<file path="src/pkg/coisec_pkg.sv">
`default_nettype none
package coisec_pkg;
  // Register indices; each byte address is four times its index.
  localparam logic [9:0]  IDX_MASK         = 10'h014;
  localparam logic [9:0]  IDX_EVT_CTRL     = 10'h015;
  localparam logic [11:0] ADDR_MASK        = {IDX_MASK, 2'b00};
  localparam logic [11:0] ADDR_EVT_CTRL    = {IDX_EVT_CTRL, 2'b00};
  localparam logic [11:0] ADDR_IRQ_STATUS  = 12'h058;
  localparam logic [11:0] ADDR_IRQ_MASK    = 12'h05C;
  localparam logic [11:0] ADDR_EVT_LEVEL   = 12'h060;

  localparam int MASK_TLOW_BIT    = 0;
  localparam int MASK_THIGH_BIT   = 1;
  localparam int MASK_UPDATE_BIT  = 2;
  localparam int MASK_DELAY_BIT   = 6;
  localparam logic [7:0] MASK_WR_BITS    = 8'h47;
  localparam logic [7:0] MASK_RESET      = 8'h00;

  localparam int EVT_SYNC_BIT     = 0;
  localparam int EVT_PERIOD_LO    = 4;
  localparam int EVT_POL_BIT      = 6;
  localparam int EVT_OFFDLY_BIT   = 7;
  localparam logic [7:0] EVT_WR_BITS     = 8'hF1;
  localparam logic [7:0] EVT_RESET       = 8'h00;

  localparam int IRQ_CLOCK_OUTPUT_PIN_BIT   = 0;
  localparam int IRQ_EVENT_BIT    = 1;
  localparam logic [1:0] IRQ_RESET       = 2'h0;

  // Interrupt delay after clock output turns on: 1/256 s.
  localparam longint DELAY_NS     = 64'd3_906_250;
  localparam longint CLK_PERIOD_NS = 64'd10;
  localparam int DELAY_CYCLES     = int'(DELAY_NS / CLK_PERIOD_NS);
  // Filter sample periods per period field, in ns.
  localparam longint SP_NS_0      = 64'd0;
  localparam longint SP_NS_1      = 64'd3_906_250;
  localparam longint SP_NS_2      = 64'd15_625_000;
  localparam longint SP_NS_3      = 64'd125_000_000;
  localparam int SP_CYC_1         = int'(SP_NS_1 / CLK_PERIOD_NS);
  localparam int SP_CYC_2         = int'(SP_NS_2 / CLK_PERIOD_NS);
  localparam int SP_CYC_3         = int'(SP_NS_3 / CLK_PERIOD_NS);

  typedef struct packed {
    logic time_update;
    logic temp_high;
    logic temp_low;
  } coisec_src_s;

  typedef enum logic [2:0] {
    CO_IDLE  = 3'b001,
    CO_WAIT  = 3'b010,
    CO_FIRE  = 3'b100
  } coisec_co_e;
endpackage
`default_nettype wire

</file>
<file path="src/rtl/coisec_top.sv">
// Operation
// - Bits 2,1,0 route update, high, low sources
// - Source enables reset to disabled
// - Delay interrupt after output-on only if enabled
// - Event control register at 15h
// - Polarity bit selects high/rising or low/falling sense
// - Optional glitch filter with selectable period
// - Enable bit for off delay after STOP
// - Writable event synchronization control bit
//
// Our own choice: the APB interface to the registers.
`timescale 1ns/1ps
`default_nettype none
module coisec_top
  import coisec_pkg::*;
#(
  parameter int DELAY_CNT = DELAY_CYCLES,
  parameter int SP_CNT_1  = SP_CYC_1,
  parameter int SP_CNT_2  = SP_CYC_2,
  parameter int SP_CNT_3  = SP_CYC_3
) (
  input  wire logic        pclk,
  input  wire logic        presetn,
  input  wire logic        psel,
  input  wire logic        penable,
  input  wire logic        pwrite,
  input  wire logic [11:0] paddr,
  input  wire logic [31:0] pwdata,
  output logic             pready,
  output logic      [31:0] prdata,
  output logic             pslverr,
  input  wire coisec_src_s irq_src,
  input  wire logic        event_input_pin,
  output logic             clock_output_pin,
  output logic             clock_output_pin_irq,
  output logic             event_detect,
  output logic             clock_output_pin_off_delay_en,
  output logic             event_sync_en,
  output logic             irq
);
  logic [7:0]  mask_r;
  logic [7:0]  evt_r;
  logic [1:0]  ists_r;
  logic [1:0]  imsk_r;
  logic [31:0] prdata_r;
  logic        wr_en;
  logic        rd_en;
  logic        known;
  logic [7:0]  wb;

  assign wr_en   = psel && penable && pwrite;
  assign rd_en   = psel && penable && !pwrite;
  assign pready  = 1'b1;
  assign known   = (paddr == ADDR_MASK) || (paddr == ADDR_EVT_CTRL) ||
                   (paddr == ADDR_IRQ_STATUS) || (paddr == ADDR_IRQ_MASK) ||
                   (paddr == ADDR_EVT_LEVEL);
  assign pslverr = psel && penable && !known;
  assign wb      = pwdata[7:0];
  assign prdata  = prdata_r;

  // Source enables and delay enable all reset to zero.
  always_ff @(posedge pclk or negedge presetn) begin
    if (!presetn) begin
      mask_r <= MASK_RESET;
    end else if (wr_en && paddr == ADDR_MASK) begin
      mask_r <= wb & MASK_WR_BITS;
    end
  end

  always_ff @(posedge pclk or negedge presetn) begin
    if (!presetn) begin
      evt_r <= EVT_RESET;
    end else if (wr_en && paddr == ADDR_EVT_CTRL) begin
      evt_r <= wb & EVT_WR_BITS;
    end
  end

  assign clock_output_pin_off_delay_en = evt_r[EVT_OFFDLY_BIT];
  assign event_sync_en       = evt_r[EVT_SYNC_BIT];

  // Pin synchroniser: a change counts when stages two and three agree.
  logic [2:0] pin_sync_r;
  logic       pin_lvl_r;
  always_ff @(posedge pclk or negedge presetn) begin
    if (!presetn) begin
      pin_sync_r <= 3'b000;
      pin_lvl_r  <= 1'b0;
    end else begin
      pin_sync_r <= {pin_sync_r[1:0], event_input_pin};
      if (pin_sync_r[1] == pin_sync_r[2]) begin
        pin_lvl_r <= pin_sync_r[2];
      end
    end
  end

  // Glitch filter: the level must hold across two sample ticks.
  logic [1:0]  period;
  logic [31:0] sp_cnt_r;
  logic [31:0] sp_max;
  logic        tick;
  logic        samp_r;
  logic        filt_r;
  assign period = evt_r[EVT_PERIOD_LO +: 2];
  always_comb begin
    unique case (period)
      2'd1:    sp_max = 32'(SP_CNT_1);
      2'd2:    sp_max = 32'(SP_CNT_2);
      2'd3:    sp_max = 32'(SP_CNT_3);
      default: sp_max = 32'd0;
    endcase
  end
  assign tick = (sp_cnt_r + 32'd1 >= sp_max);

  always_ff @(posedge pclk or negedge presetn) begin
    if (!presetn) begin
      sp_cnt_r <= 32'd0;
      samp_r   <= 1'b0;
      filt_r   <= 1'b0;
    end else if (period == 2'd0) begin
      sp_cnt_r <= 32'd0;
      samp_r   <= pin_lvl_r;
      filt_r   <= pin_lvl_r;
    end else if (tick) begin
      sp_cnt_r <= 32'd0;
      samp_r   <= pin_lvl_r;
      if (samp_r == pin_lvl_r) begin
        filt_r <= pin_lvl_r;
      end
    end else begin
      sp_cnt_r <= sp_cnt_r + 32'd1;
    end
  end

  // Polarity: 1 senses high level / rising edge, 0 low level / falling.
  logic filt_d_r;
  logic pol_lvl;
  logic edge_hit;
  always_ff @(posedge pclk or negedge presetn) begin
    if (!presetn) begin
      filt_d_r <= 1'b0;
    end else begin
      filt_d_r <= filt_r;
    end
  end
  assign pol_lvl      = evt_r[EVT_POL_BIT] ? filt_r : !filt_r;
  assign edge_hit     = evt_r[EVT_POL_BIT] ? (filt_r && !filt_d_r)
                                           : (!filt_r && filt_d_r);
  assign event_detect = pol_lvl;

  // Source selection onto the clock output.
  logic src_any;
  assign src_any = (mask_r[MASK_UPDATE_BIT] && irq_src.time_update) ||
                   (mask_r[MASK_THIGH_BIT]  && irq_src.temp_high)   ||
                   (mask_r[MASK_TLOW_BIT]   && irq_src.temp_low);

  coisec_co_e  co_r;
  logic [31:0] dly_r;
  logic        clock_output_pin_r;
  logic        cirq_r;
  always_ff @(posedge pclk or negedge presetn) begin
    if (!presetn) begin
      co_r     <= CO_IDLE;
      dly_r    <= 32'd0;
      clock_output_pin_r <= 1'b0;
      cirq_r   <= 1'b0;
    end else begin
      unique case (co_r)
        CO_IDLE: begin
          cirq_r <= 1'b0;
          if (src_any) begin
            clock_output_pin_r <= 1'b1;
            dly_r    <= 32'd0;
            if (mask_r[MASK_DELAY_BIT]) begin
              co_r <= CO_WAIT;
            end else begin
              co_r   <= CO_FIRE;
              cirq_r <= 1'b1;
            end
          end else begin
            clock_output_pin_r <= 1'b0;
          end
        end
        CO_WAIT: begin
          if (!src_any) begin
            co_r     <= CO_IDLE;
            clock_output_pin_r <= 1'b0;
          end else if (dly_r + 32'd1 >= 32'(DELAY_CNT)) begin
            co_r   <= CO_FIRE;
            cirq_r <= 1'b1;
          end else begin
            dly_r <= dly_r + 32'd1;
          end
        end
        CO_FIRE: begin
          if (!src_any) begin
            co_r     <= CO_IDLE;
            clock_output_pin_r <= 1'b0;
            cirq_r   <= 1'b0;
          end
        end
        default: co_r <= CO_IDLE;
      endcase
    end
  end
  assign clock_output_pin = clock_output_pin_r;
  assign clock_output_pin_irq       = cirq_r;

  // Sticky status, write one to clear; a new event wins over the clear.
  logic       cirq_d_r;
  logic [1:0] ev_set;
  logic [1:0] ev_clr;
  always_ff @(posedge pclk or negedge presetn) begin
    if (!presetn) begin
      cirq_d_r <= 1'b0;
    end else begin
      cirq_d_r <= cirq_r;
    end
  end
  assign ev_set[IRQ_CLOCK_OUTPUT_PIN_BIT] = cirq_r && !cirq_d_r;
  assign ev_set[IRQ_EVENT_BIT]  = edge_hit;
  assign ev_clr = (wr_en && paddr == ADDR_IRQ_STATUS) ? pwdata[1:0] : 2'b00;

  always_ff @(posedge pclk or negedge presetn) begin
    if (!presetn) begin
      ists_r <= IRQ_RESET;
    end else begin
      ists_r <= (ists_r & ~ev_clr) | ev_set;
    end
  end

  always_ff @(posedge pclk or negedge presetn) begin
    if (!presetn) begin
      imsk_r <= IRQ_RESET;
    end else if (wr_en && paddr == ADDR_IRQ_MASK) begin
      imsk_r <= pwdata[1:0];
    end
  end
  assign irq = |(ists_r & imsk_r);

  always_ff @(posedge pclk or negedge presetn) begin
    if (!presetn) begin
      prdata_r <= 32'h0000_0000;
    end else if (psel && !penable && !pwrite) begin
      unique case (paddr)
        ADDR_MASK:       prdata_r <= {24'h00_0000, mask_r};
        ADDR_EVT_CTRL:   prdata_r <= {24'h00_0000, evt_r};
        ADDR_IRQ_STATUS: prdata_r <= {30'h0000_0000, ists_r};
        ADDR_IRQ_MASK:   prdata_r <= {30'h0000_0000, imsk_r};
        ADDR_EVT_LEVEL:  prdata_r <= {29'h0000_0000, clock_output_pin_r, pol_lvl, filt_r};
        default:         prdata_r <= 32'h0000_0000;
      endcase
    end
  end
endmodule
`default_nettype wire

</file>
<file path="config.mk">
export PLATFORM = sky130hd
export DESIGN_NAME = coisec_top
export DESIGN_NICKNAME = d
export VERILOG_FILES = /design/src/pkg/coisec_pkg.sv /design/src/rtl/coisec_top.sv
export SDC_FILE = /design/constraint.sdc
export NUM_CORES = 1
export LEC_CHECK = 0
export BUFFER_PORTS_ARGS = -buffer_cell sky130_fd_sc_hd__buf_2
export CAP_MARGIN = 20
export CORE_MARGIN = 4
export CORE_UTILIZATION = 30
export CTS_CLUSTER_SIZE = 40
export DETAILED_ROUTE_END_ITERATION = 10
export PLACE_DENSITY = 0.49
export SYNTH_ARGS = -nofsm -noshare
export SYNTH_HDL_FRONTEND = slang
export SYNTH_SLANG_ARGS = --single-unit
export TNS_END_PERCENT = 20
</file>
<file path="constraint.sdc">
create_clock -name pclk -period 3 [get_ports pclk]
set_input_delay 0.15 -clock pclk [delete_from_list [all_inputs] [get_ports pclk]]
set_output_delay 0.15 -clock pclk [all_outputs]
set_load 0.005 [all_outputs]
</file>
==> reports/results.ini <==
[drt]
vias=5169
vias_per_cell=4.97
drc=0
first_pass_iters=5
post_drt_wl_per_cell_um=14.8
drtIter0Drc=240
postRouteAntennaNets=0
routed_wl_mm=15.4

[critical_path]
crit_start=sp_cnt_r[8]$_DFF_PN0_
arrival_ps=3460
r2r_setup_slack_ps=-220
cp_max_fo=3
critical-path-max-stage-delay_ps=440
rr_worst_depth=14
crit_path_end=samp_r$_DFFE_PN0P_
path_cells=nand4_1, nor4_4, buf_4, nand4_1, xnor2_2, ha_1, a21o_1, a21o_1, a21oi_2, nor2_1, nand2_1, nand3_2, or2_4, mux2_4
path_depth=14
end_kind=register
path_buf_inv=1
crit_path_start_kind=register
r2r-start=sp_cnt_r[8]$_DFF_PN0_
required_ps=3240
cpMaxStageDelayCell=nor4_4
critical-path-top-delay-family=simple AND/OR/NAND/NOR gates
path_class=reg2reg
worst_r2r_endpoint=samp_r$_DFFE_PN0P_

[synthesis]
synth_top_cell_area_share=0.381
synth_area_um2=6300
synth_seq_area_share=0.386
synth_top_cells_by_count=96 x dfrtp_1, 46 x nand2_1, 42 x nand3_1, 39 x nor2_1, 33 x buf_4
synthArstFlopShare=1.00
yosys.cell_types.count=81
synth_edf_count=0
ys_top_cells_by_area=dfrtp_1 38%, ha_1 6.0%, buf_4 3.9%
synth.largest_area_cell=dfrtp_1
yosys_warnings=0
syn-instance-count=660
syn_area_per_cell_um2=9.55
synth-seq-cells=97
synth.most_common_cell=dfrtp_1
synth-main-ff-cell=dfrtp_1

[cts]
numCtsBuffers=9
clkTransAtPathRegs_ps=80
cts_tree=built
cts_buffer_depth=2
cts.sinks=97
cts-root-buf=clkbuf_16
insertion_delay_ps=360
htreeDepth=3

[min_path]
hp-class=in2reg

[sta]
setup_slack_ps=-220
drv_slew=0
hold_viol_final=0
finalClockSkew_ps=15.0
fmax_mhz=311
min_period_ps=3220
finalCritPeriodShare=1.07
rsz0062_at_grt=yes
setup_viol=25
worst_pin_slew_ps=691
holdWs_ps=26.2
maxSlewHeadroom=0.539
tns_ps=-4050

[power]
p_leak_uw=0.00337
ir_worst_vdd_v=0.000205
power_density_nw_per_um2=350

[die]
ios=93
coreArea_um2=20400
fp.dieW_um=153
dieArea_um2=23400
start_util=0.308
num_rows=52
fp.dieH_um=153

[finish]
fin_nets=849
num_antenna_cells=0
drive_above_1_share=0.294
final_core_util=0.374
syn_to_final_growth_pct=21.3

[run_status]
outcome=finished with violations
violations=setup timing

[global_route]
antenna_found_initial=0
grt_pass1_wl_mm=26.2
grt_overflow_total=0
grt_usage=0.133
grt_pass1_vias=5253
grt_max_degree=51

[place]
io_buffers=41
dp_hpwl_mm=11.5
dp_slack_ps=-101
place_congestion=0.858

[job]
cap_violations=0

per-stage QoR:
stage | std cells | total power (uW) | instance area [um^2]
2_1_floorplan | 692 | 1480 | 6440
5_1_grt | 1041 | 2790 | 7640
4_1_cts | 1040 | 2710 | 7540
3_5_place_dp | 1020 | 1540 | 7190
6_report | 1041 | 2670 | 7640
3_3_place_gp | 1020 | 1540 | 7190
registers in the layout, indices dropped and copies added (netlist names), 2 cells and up:
register / flops
dly_r: 32
mask_r: 4
ists_r: 2
pin_sync_r: 3
co_r: 3
prdata: 7
sp_cnt_r: 32
imsk_r: 2
evt_r: 5
worst min path at each step:
stage	from	end	slack, ps	cells after the start
3_5_place_dp	presetn	sp_cnt_r[13]$_DFF_PN0_	230	1
5_1_grt	pwdata[7]	evt_r[7]$_DFFE_PN0P_	20	2
4_1_cts	pwdata[2]	mask_r[2]$_DFFE_PN0P_	10	2
6_report	pwdata[2]	mask_r[2]$_DFFE_PN0P_	30	2
2_1_floorplan	presetn	cirq_d_r$_DFF_PN0_	-150	0
3_3_place_gp	presetn	sp_cnt_r[13]$_DFF_PN0_	220	1
routing by layer:
metal | GRT usage | part of all wire | vias to the layer above
met5 | 0 | 0 | -
met4 | 0.0386 | 0.013 | 0
met3 | 0.0240 | 0.033 | 11
met2 | 0.223 | 0.48 | 89
met1 | 0.176 | 0.47 | 2538
li1 | - | - | 2531
logic make-up after synthesis:
family | after synthesis | share of synthesized area
and+or+nand+nor | 269 | 0.249
AOI/OAI and AO/OA | 125 | 0.145
DFF | 97 | 0.386
buffers and inverters | 86 | 0.0788
adders and majority gates | 31 | 0.0612
xor gates and xnor gates | 31 | 0.0431
muxes | 19 | 0.0359
other | 2 | 0.00119
power by group:
part | internal [uW] | switching, uW
clock network | 581 | 566
logic | 67.3 | 94.7
registers | 1330 | 29.5
total | 1980 | 690
layout by cell type, fill, tap and decap left out, types with 17 or more instances in the layout:
cell type | Yosys | routed
nor2b_1 | 21 | 20
nand2_1 | 46 | 45
buf_4 | 33 | 73
nor2_1 | 39 | 35
nand3_1 | 42 | 40
dfrtp_1 | 96 | 89
inv_1 | 30 | 30
buf_2 | 10 | 40
conb_1 | 2 | 34
a21oi_1 | 19 | 17
ha_1 | 30 | 28
nand4_1 | 19 | 19
cell type report:
cell class,count,area [um^2]
repair buffers,119,840
well taps,270,338
inverters,30,113
flip-flops and latches,97,2440
clock inverters,7,62.6
fillers,2044,12800
multi-input cells,509,3630
clock buffers,9,225
what timing repair did:
item | 4_1_cts | 5_1_grt
pin swaps | 1 | 22
hold endpoints to repair | 50 | 0
setup endpoints to repair | 45 | 54
hold buffers | 2 | 0
setup buffers | 2 | 1
gates resized for setup | 6 | 24
Power figures use the tool's default switching activity.
